## config.mk

```make
export PLATFORM = sky130hd
export DESIGN_NAME = wdg_guard
export DESIGN_NICKNAME = d
export VERILOG_FILES = /design/src/hw/wdg_guard.v
export VERILOG_INCLUDE_DIRS = /design/src /design/src/hw
export SDC_FILE = /design/constraint.sdc
export NUM_CORES = 1
export LEC_CHECK = 0
export BUFFER_PORTS_ARGS = -buffer_cell sky130_fd_sc_hd__buf_4
export CAP_MARGIN = 0
export CORE_ASPECT_RATIO = 1.4
export CORE_MARGIN = 1.5
export CORE_UTILIZATION = 49
export DETAILED_ROUTE_END_ITERATION = 8
export HOLD_SLACK_MARGIN = 0.08
export MAX_ROUTING_LAYER = met4
export PLACE_DENSITY = 0.73
export SETUP_SLACK_MARGIN = 0.3
export SLEW_MARGIN = 40
export SYNTH_ARGS = -nofsm -noshare
export SYNTH_HDL_FRONTEND = slang
export SYNTH_SLANG_ARGS = --single-unit
```

## constraint.sdc

```tcl
create_clock -name pclk -period 1.9 [get_ports pclk]
set_clock_uncertainty 0.05 [all_clocks]
set_input_delay 0.095 -clock pclk [delete_from_list [all_inputs] [get_ports pclk]]
set_output_delay 0.095 -clock pclk [all_outputs]
set_load 0.01 [all_outputs]
```

## src/hw/wdg_defines.vh

```
// Purpose: constants for the guarded watchdog block
// Assumes: APB byte addresses, 100 MHz pclk
// Notes:   one aligned 32-bit word per register, data in the low bits (at most 8, but 22 for the count word)
`ifndef WDG_DEFINES_VH
`define WDG_DEFINES_VH
`define WDG_OFF_MODE        12'h000
`define WDG_OFF_KEY         12'h004
`define WDG_OFF_BITOP       12'h008
`define WDG_OFF_CTRL        12'h00c
`define WDG_OFF_STATUS      12'h010
`define WDG_OFF_MASK        12'h014
`define WDG_OFF_COUNT       12'h018
`define WDG_KEY_GOOD        8'hac
`define WDG_KEY_READ        8'h9a
`define WDG_MODE_RESET      8'h67
`define WDG_MODE_CS_HI      4
`define WDG_MODE_CS_LO      3
`define WDG_MODE_CS_MID     2
`define WDG_CTRL_UNSTOP     0
`define WDG_CTRL_HALT       1
`define WDG_CTRL_STOP       2
`define WDG_ST_OVF          0
`define WDG_ST_MODE2        1
`define WDG_ST_BADKEY       2
`define WDG_ST_BITOP        3
`define WDG_LIM_0           20'h003ff
`define WDG_LIM_1           20'h00fff
`define WDG_LIM_2           20'h03fff
`define WDG_LIM_3           20'h0ffff
`define WDG_LIM_MAX         20'hfffff
`define WDG_CNT_W           20
`define WDG_PRE_W           4
`define WDG_PRE_DIV         4'h9
`define WDG_RST_PULSE       4'h8
`endif

```

## src/hw/wdg_guard.v

```verilog
// Purpose: watchdog with write-once mode and keyed service register, APB slave
// Assumes: low-speed tick derived from pclk by a divider; option byte as a pin
// Notes:   internal reset is a pulse on wdg_reset_req; the system resets us in turn
// Behaviour
// - Only the first mode write after reset is accepted; later ones reset.
// - Stopped-by-first-write watchdog suppresses resets from misuse accesses.
// - Service key write other than AC raises an internal reset.
// - Bit-level access to the service key raises an internal reset.
// - Service key reads back fixed 9A.
// - Unstoppable oscillator keeps counting in stop and resets on overflow.
// - Stoppable oscillator pauses in halt or stop and resumes held count.
//
// The placing of the registers and the APB slave port were decided locally.
`timescale 1ns/1ps
`include "wdg_defines.vh"
module wdg_guard (
  // APB
  input  wire        pclk,
  input  wire        presetn,
  input  wire        psel,
  input  wire        penable,
  input  wire        pwrite,
  input  wire [11:0] paddr,
  input  wire [31:0] pwdata,
  output wire        pready,
  output reg  [31:0] prdata,
  output wire        pslverr,
  // Option byte and power state
  input  wire        osc_unstoppable,
  input  wire        cpu_halt,
  input  wire        cpu_stop,
  // Results
  output reg         wdg_reset_req,
  output wire        irq
);
  // Counting phases of the watchdog
  localparam PH_IDLE = 2'b00;
  localparam PH_RUN  = 2'b01;
  localparam PH_HOLD = 2'b10;
  localparam PH_OFF  = 2'b11;

  // Write-once mode register and the flags it leaves behind
  reg  [7:0]               mode_reg;
  reg                      mode_written_reg;
  reg                      stopped_reg;

  // Software controls and event bookkeeping
  reg  [2:0]               ctrl_reg;
  reg  [3:0]               mask_reg;
  reg  [3:0]               status_reg;
  reg  [3:0]               status_next;

  // Counter, prescaler and phase
  reg  [`WDG_CNT_W-1:0]    count_reg;
  reg  [`WDG_CNT_W-1:0]    count_next;
  reg  [`WDG_PRE_W-1:0]    pre_reg;
  reg  [`WDG_PRE_W-1:0]    pre_next;
  reg  [1:0]               phase_reg;
  reg  [1:0]               phase_next;

  // Internal reset stretcher
  reg  [3:0]               pulse_reg;
  reg  [3:0]               pulse_next;

  // Option byte synchroniser
  reg  [2:0]               osc_sync_reg;
  reg                      osc_level_reg;

  // Event vector and read data
  reg  [3:0]               ev;
  reg                      fault;
  reg  [31:0]              rd_word;

  // Address decode shared by the write strobes
  function sel_is;
    input [11:0] a;
    input [11:0] off;
    begin
      sel_is = (a == off);
    end
  endfunction

  // Overflow limit from the clock-select field kept active when running
  function [`WDG_CNT_W-1:0] limit_of;
    input [7:0] m;
    begin
      case (m[`WDG_MODE_CS_LO:`WDG_MODE_CS_MID-1])
        3'b000:  limit_of = `WDG_LIM_0;
        3'b001:  limit_of = `WDG_LIM_1;
        3'b010:  limit_of = `WDG_LIM_2;
        3'b011:  limit_of = `WDG_LIM_3;
        default: limit_of = `WDG_LIM_MAX;
      endcase
    end
  endfunction

  // Register read mux; unused upper bits read as zero
  function [31:0] read_mux;
    input [11:0] a;
    input [7:0]  mode;
    input [2:0]  ctrl;
    input [3:0]  status;
    input [3:0]  mask;
    input [21:0] cnt;
    begin
      case (a)
        `WDG_OFF_MODE:   read_mux = {24'h000000, mode};
        `WDG_OFF_KEY:    read_mux = {24'h000000, `WDG_KEY_READ};
        `WDG_OFF_CTRL:   read_mux = {29'h0000000, ctrl};
        `WDG_OFF_STATUS: read_mux = {28'h0000000, status};
        `WDG_OFF_MASK:   read_mux = {28'h0000000, mask};
        `WDG_OFF_COUNT:  read_mux = {10'h000, cnt};
        default:         read_mux = 32'h00000000;
      endcase
    end
  endfunction

  // APB decode; pready is tied high, so the access cycle is the taking edge
  wire acc       = psel & penable;
  wire wr        = acc & pwrite;
  wire rd        = acc & ~pwrite;
  wire rd_setup  = psel & ~penable & ~pwrite;
  wire wr_mode   = wr & sel_is(paddr, `WDG_OFF_MODE);
  wire wr_key    = wr & sel_is(paddr, `WDG_OFF_KEY);
  wire wr_bit    = wr & sel_is(paddr, `WDG_OFF_BITOP);
  wire wr_ctrl   = wr & sel_is(paddr, `WDG_OFF_CTRL);
  wire wr_mask   = wr & sel_is(paddr, `WDG_OFF_MASK);
  wire rd_status = rd & sel_is(paddr, `WDG_OFF_STATUS);
  wire mapped    = (paddr[11:5] == 7'h00) && (paddr[4:0] <= 5'h18) && (paddr[1:0] == 2'b00);
  wire key_ok    = (pwdata[7:0] == `WDG_KEY_GOOD);

  // Prescaler end marks one slow tick
  wire tick      = (pre_reg == `WDG_PRE_DIV);

  // A stopped watchdog ignores misuse, so faults only count while not stopped
  wire guard     = ~stopped_reg;
  wire sleep     = ctrl_reg[`WDG_CTRL_HALT] | ctrl_reg[`WDG_CTRL_STOP] | cpu_halt | cpu_stop;
  wire unstop    = osc_level_reg | ctrl_reg[`WDG_CTRL_UNSTOP];
  wire ovf       = (phase_reg == PH_RUN) && tick && (count_reg == limit_of(mode_reg));
  wire [21:0] cnt_word = {stopped_reg, mode_written_reg, count_reg};

  assign pready  = 1'b1;
  assign pslverr = acc & ~mapped;
  assign irq     = |(status_reg & mask_reg);

  // Option byte comes from outside the clock domain.
  // The level is taken only once the last two stages agree, so a glitch caught at a single clock edge never counts.
  // Limitation: the level after reset lags the pin by a few cycles.
  always @(posedge pclk or negedge presetn) begin
    if (!presetn) begin
      osc_sync_reg  <= 3'b000;
      osc_level_reg <= 1'b0;
    end else begin
      osc_sync_reg <= {osc_sync_reg[1:0], osc_unstoppable};
      if (osc_sync_reg[1] == osc_sync_reg[2]) begin
        osc_level_reg <= osc_sync_reg[2];
      end
    end
  end

  // Misuse events; overflow shares the vector so it also drives the reset pulse
  always @* begin
    ev = 4'h0;
    ev[`WDG_ST_OVF]    = ovf;
    ev[`WDG_ST_MODE2]  = wr_mode & mode_written_reg & guard;
    ev[`WDG_ST_BADKEY] = wr_key & ~key_ok & guard;
    ev[`WDG_ST_BITOP]  = wr_bit & guard;
    fault = |ev;
  end

  // Phase of the counter
  always @* begin
    case (phase_reg)
      PH_IDLE: phase_next = stopped_reg ? PH_OFF : PH_RUN;
      PH_RUN:  phase_next = stopped_reg ? PH_OFF : ((sleep & ~unstop) ? PH_HOLD : PH_RUN);
      PH_HOLD: phase_next = (sleep & ~unstop) ? PH_HOLD : PH_RUN;
      PH_OFF:  phase_next = PH_OFF;
      default: phase_next = PH_IDLE;
    endcase
  end

  always @(posedge pclk or negedge presetn) begin
    if (!presetn) begin
      phase_reg <= PH_IDLE;
    end else begin
      phase_reg <= phase_next;
    end
  end

  // Mode is taken once; the flag keeps later writes out until a device reset
  always @(posedge pclk or negedge presetn) begin
    if (!presetn) begin
      mode_reg         <= `WDG_MODE_RESET;
      mode_written_reg <= 1'b0;
      stopped_reg      <= 1'b0;
    end else if (wr_mode && !mode_written_reg) begin
      mode_reg         <= pwdata[7:0];
      mode_written_reg <= 1'b1;
      stopped_reg      <= pwdata[`WDG_MODE_CS_HI];
    end
  end

  always @(posedge pclk or negedge presetn) begin
    if (!presetn) begin
      ctrl_reg <= 3'h0;
    end else if (wr_ctrl) begin
      ctrl_reg <= pwdata[2:0];
    end
  end

  always @(posedge pclk or negedge presetn) begin
    if (!presetn) begin
      mask_reg <= 4'h0;
    end else if (wr_mask) begin
      mask_reg <= pwdata[3:0];
    end
  end

  // Count and prescaler; held, not cleared, while paused
  always @* begin
    pre_next   = pre_reg;
    count_next = count_reg;
    if (phase_reg == PH_RUN) begin
      if (tick) begin
        pre_next = {`WDG_PRE_W{1'b0}};
      end else begin
        pre_next = pre_reg + 4'h1;
      end
    end
    if (wr_key && key_ok) begin
      count_next = {`WDG_CNT_W{1'b0}};
    end else if (ovf) begin
      count_next = {`WDG_CNT_W{1'b0}};
    end else if (phase_reg == PH_RUN && tick) begin
      count_next = count_reg + 20'h00001;
    end
  end

  always @(posedge pclk or negedge presetn) begin
    if (!presetn) begin
      count_reg <= {`WDG_CNT_W{1'b0}};
      pre_reg   <= {`WDG_PRE_W{1'b0}};
    end else begin
      count_reg <= count_next;
      pre_reg   <= pre_next;
    end
  end

  // Sticky status, cleared by a read; a new event in the same cycle wins
  always @* begin
    if (rd_status) begin
      status_next = ev;
    end else begin
      status_next = status_reg | ev;
    end
  end

  always @(posedge pclk or negedge presetn) begin
    if (!presetn) begin
      status_reg <= 4'h0;
    end else begin
      status_reg <= status_next;
    end
  end

  // Internal reset pulse stretched so the system reset logic can catch it.
  // A fault during the pulse restarts it rather than being lost.
  always @* begin
    if (fault) begin
      pulse_next = `WDG_RST_PULSE;
    end else if (pulse_reg != 4'h0) begin
      pulse_next = pulse_reg - 4'h1;
    end else begin
      pulse_next = pulse_reg;
    end
  end

  always @(posedge pclk or negedge presetn) begin
    if (!presetn) begin
      pulse_reg     <= 4'h0;
      wdg_reset_req <= 1'b0;
    end else begin
      pulse_reg     <= pulse_next;
      wdg_reset_req <= fault | (pulse_reg > 4'h1);
    end
  end

  // Read data is captured in the setup cycle so it stands through the access
  always @* begin
    rd_word = read_mux(paddr, mode_reg, ctrl_reg, status_reg, mask_reg, cnt_word);
  end

  always @(posedge pclk or negedge presetn) begin
    if (!presetn) begin
      prdata <= 32'h00000000;
    end else if (rd_setup) begin
      prdata <= rd_word;
    end
  end
endmodule // wdg_guard

```

Word-level counts from Yosys, hierarchy flattened
Cells that the tools add are included.
- logic and storage cells: 96
- bits in registers: 88
- input port bits: 52
- output and inout port bits: 36
- equal/unequal tests: 16
- bitwise operators: 31
- magnitude comparators: 2
- mux-type cells: 13
- $add $sub $neg: 3
- reductions and logical operators: 17
- operators with widths (kind ; count):
    $pmux 22 s6 ; 1
    $pmux 20 s4 ; 1
    $mux 20 ; 3
    $eq 12x5->1 const B ; 3
    $eq 12x4->1 const B ; 2
    $add 20x1->20 const B ; 1
    $eq 20x20->1 ; 1
    $and 1x1->1 ; 18
    $mux 4 ; 4
    $eq 12x3->1 const B ; 1
    $logic_not 12->1 ; 1
    $eq 8x8->1 const B ; 1
    $pmux 2 s4 ; 1
    $reduce_or 4->1 ; 2
    $logic_not 7->1 ; 1
    $eq 3x2->1 const B ; 2
    $logic_and 1x1->1 ; 6
    $mux 2 ; 3
    $not 1->1 ; 6
    $le 5x5->1 const B ; 1
    $or 1x1->1 ; 5
    $add 4x1->4 const B ; 1
    $and 4x4->4 ; 1
    $eq 2x2->1 const B ; 2
    13 further kinds ; 14

Depth between registers and ports, before layout
- word-level depth: 7
- gate-level depth with buffers: 8
- mapped depth without buffers: 7

Worst setup path before layout
No wires, ideal clock.
- path kind: register to register
- from: register count_reg[16]
- to: register count_reg[17]
- buffers on the path: 0
- data required time: 1.729 ns
- cell stages (with the launch flop): 7
- period minus slack after synthesis: 2.084 ns
- setup time: 0.121 ns
- arrival: 1.913 ns
- path slack: -0.184 ns
- path through: dfrtp_1 > or4_1 > o22ai_1 > nand2_1 > o41ai_4 > o21ai_1 > a22o_1
- longest elaborated chain between the ends: 4
- elaborated cells between the ends (all ways): 7
- those cells by class: add/sub: 1; eq/ne: 1; mux: 3; reduce/logical: 2
- ends and longest elaborated chain (item ; line ; source):
    start, declared ; wdg_guard.v:54 ; reg [`WDG_CNT_W-1:0] count_reg;
    start signal, assigned ; wdg_guard.v:241 ; count_reg <= {`WDG_CNT_W{1'b0}};
    start signal, assigned ; wdg_guard.v:244 ; count_reg <= count_next;
    $add 20x1->20 or $eq 20x20->1 (tied branches) ; wdg_guard.v:235, wdg_guard.v:139 ;
    $mux 20 or $logic_and 1x1->1 (tied branches) ; wdg_guard.v:234, wdg_guard.v:139 ;
    $mux 20 ; wdg_guard.v:232 ; end else if (ovf) begin
    $mux 20 ; wdg_guard.v:230 ; if (wr_key && key_ok) begin
Several ways; a longest one is shown, not always the timed one. The select of a mux whose other input is x is not followed.
A chain may end at the register's enable or synchronous reset.

Worst setup path after layout
- from: register count_reg[1]
- to: register count_reg[5]
Same word-level chain as after synthesis.

==> flow_summary_export.csv <==
group,metric,value,unit
finish,drive_gt1_frac,0.377,
logic_synthesis,yosysWarningCount,0,
die,die_area,8380,um^2
logic_synthesis,synth_edf_count,0,
clock_network,clk_latency,370,ps
critical_path,cp-start-kind,"flip-flop",
clock_network,cts_buffer_depth,2,
logic_synthesis,synthCells,373,
hold_path,hp-class,"in2reg",
critical_path,path_cells,"ha_1 > inv_1 > nor2_2 > nand2_1 > o41ai_4 > buf_4 > buf_8 > nor2_2",
routing,antenna_left,0,
routing,vias_per_cell,5.59,
sta,worst_pin_slew,570,ps
routing,wl,10000,um
die,fp.dieH,108,um
power,power_density,670,nW/um^2
routing,drc,0,
logic_synthesis,avgSynthCellArea,10.3,um^2
power,p_leak,2.43,nW
critical_path,required,2100,ps
finish,fillCellCount,605,
global_routing,grt_max_degree,46,
die,fp-row-count,38,
finish,seqCellArea,1930,um^2
clock_network,cts_max_level,3,
finish,largest_register_ffs,22,
logic_synthesis,async_reset_ff_frac,1.00,
routing,num_vias,3301,
logic_synthesis,ys.flop_type,"dfrtp_1",
sta,timing.final.crit_period,1990,ps
critical_path,critPathSlowestCell,"o41ai_4",
power,peakVddDrop,425,uV
finish,insertedDiodeCount,0,
finish,fin_nets,542,
clock_network,cts_sinks,77,
global_routing,overflow,0,
logic_synthesis,ys_ff_latch,77,
placement,port_buffers,52,
sta,fin_crit_sh,1.05,
routing,firstDrtPassIters,4,
die,core,7650,um^2
global_routing,antenna_found_initial,0,
finish,multi_input_area,1920,um^2
status,status,"finished with violations",
critical_path,crit_path_max_incr_delay,410,ps
clock_network,cts_buffers,9,
logic_synthesis,yosysSeqAreaShare,0.503,
die,die_w,77.8,um
routing,wl_per_cell,17.0,um
sta,slew_headroom,0.615,
sta,setup_viol,25,
critical_path,critPathKind,"reg2reg",
finish,postLayoutCoreUtil,0.677,
die,start_util,0.502,
global_routing,first_global_vias,3378,
job,drv_cap,0,
sta,rsz0062_at_grt,"yes",
routing,initialDrtViolationCount,178,
sta,finalMaxSlewViolations,0,
sta,worst_slack,-93.1,ps
clock_network,root_buffer,"clkbuf_8",
critical_path,end_kind,"flip-flop",
critical_path,cp.arrival,2200,ps
die,pin_count,88,
placement,hpwl,7310,um
sta,holdWs,122,ps
critical_path,path_delay_family,"buffers and inverters",
logic_synthesis,synth.distinct_cells,62,
finish,syn_to_final_growth,35.0,%
critical_path,cp.buffers_inverters,3,
critical_path,cp_max_fo,6,
sta,report.final.hold_viol_count,0,
status,violations,"negative setup slack",
placement,place_congestion,0.909,
clock_network,cts_tree,"yes",
logic_synthesis,syn_area,3840,um^2
clock_network,clk_pin_slew,80,ps
global_routing,grt_pass1_wl,16200,um
global_routing,grtUsageTotal,0.262,
critical_path,cpMostUsedCell,"nor2_2",
sta,tns,-1610,ps
sta,fmax,502,MHz
report_power, final:
part,internal [mW],switching [mW]
Clock,0.713,0.592
Combinational,0.206,0.224
Sequential,1.70,0.0411
cells in the mapped netlist (3+ instances only):
cell	instances	area, um^2
nand2_1	25	93.8
mux2_2	14	158
ha_1	4	50.1
a21oi_1	12	60.1
inv_1	11	41.3
buf_2	4	20.0
and2_1	3	18.8
nand3_1	13	65.1
and3_1	5	31.3
xnor2_1	7	61.3
o31ai_1	3	22.5
dfstp_2	5	131
dfrtp_1	72	1800
clkbuf_1	10	37.5
mux2i_1	5	50.1
buf_4	11	82.6
o22ai_1	3	18.8
nand4_1	11	68.8
o21ai_0	12	60.1
a22o_1	20	175
nor2_1	44	165
o211ai_1	3	22.5
nor3_1	11	55.1
or2_2	3	18.8
xor2_1	11	96.3
or3_1	3	18.8
final cells by class:
class / count / area share
clock buffer: 13 / 0.0326
timing repair buffer: 119 / 0.184
tap: 100 / 0.0241
clock inverter: 3 / 0.00821
inverter: 11 / 0.00797
sequential: 77 / 0.373
multi-input combinational: 268 / 0.370
placed cells by master, fill, tap and decap left out, drive strengths merged, types with 4 or more instances in the layout:
cell type	Yosys	final
a21oi	12	12
a22o	20	20
and3	5	5
buf	16	108
clkbuf	10	14
conb	2	11
dfrtp	72	72
dfstp	5	5
dlygate4sd3	0	10
ha	4	4
inv	11	11
mux2	14	14
mux2i	5	5
nand2	25	25
nand3	14	14
nand4	11	11
nor2	44	44
nor3	11	11
o21ai	14	14
xnor2	7	7
xor2	11	11
worst reg2reg max path: stages, from the launching register on:
cell     delay [ps]
dfrtp_1         370
ha_1            210
inv_1           100
nor2_2          200
nand2_1         140
o41ai_4         410
buf_4           210
buf_8           140
nor2_2           50
cells by family after synthesis:
group,after synthesis,synth area share
buffers and inverters,37,0.0482
AO/OA/AOI/OAI,76,0.147
XOR/XNOR,18,0.0411
other,2,0.00196
AND/OR/NAND/NOR,139,0.189
adder cells (fa/ha/maj),5,0.0156
flip-flops,77,0.503
multiplexers,19,0.0541
per-layer routing:
metal  routed length, um  GRT usage  vias up
met5                   0          -        -
met4                 394      0.123        0
met3                 417     0.0492       29
met2                5290      0.460      118
met1                3950      0.282     1600
li1                    -          -     1554
worst paths after layout:
check | end | startpoint | depth (start not counted) | slack (ps)
max | count_reg[5] | count_reg[1] | 8 | -90
min in group asynchronous | ctrl_reg[0] | presetn | 2 | 160
min reg2reg | osc_sync_reg[1] | osc_sync_reg[0] | 0 | 310
max in group asynchronous | prdata[16] | presetn | 3 | 1060
min | phase_reg[1] | cpu_stop | 4 | 120
max reg2reg | count_reg[5] | count_reg[1] | 8 | -90
per-stage QoR:
step / power [mW] / worst slack (ps) / instances / area, um^2
2_1_floorplan: 2.03 / -17.0 / 382 / 3900
3_3_place_gp: 2.15 / -135 / 561 / 4680
3_5_place_dp: 2.17 / -171 / 561 / 4680
4_1_cts: 3.49 / -75.3 / 588 / 5020
5_1_grt: 3.62 / -185 / 591 / 5180
6_report: 3.47 / -93.1 / 591 / 5180
what timing repair did:
action / in CTS / in global routing
hold endpoints to repair: 93 / 0
gates resized for setup: 5 / 34
hold buffers: 10 / 0
pin swaps: 6 / 7
setup buffers: 0 / 2
cloned: 1 / 1
setup endpoints to repair: 26 / 26
Note: power is estimated with default switching activity, not from simulation.
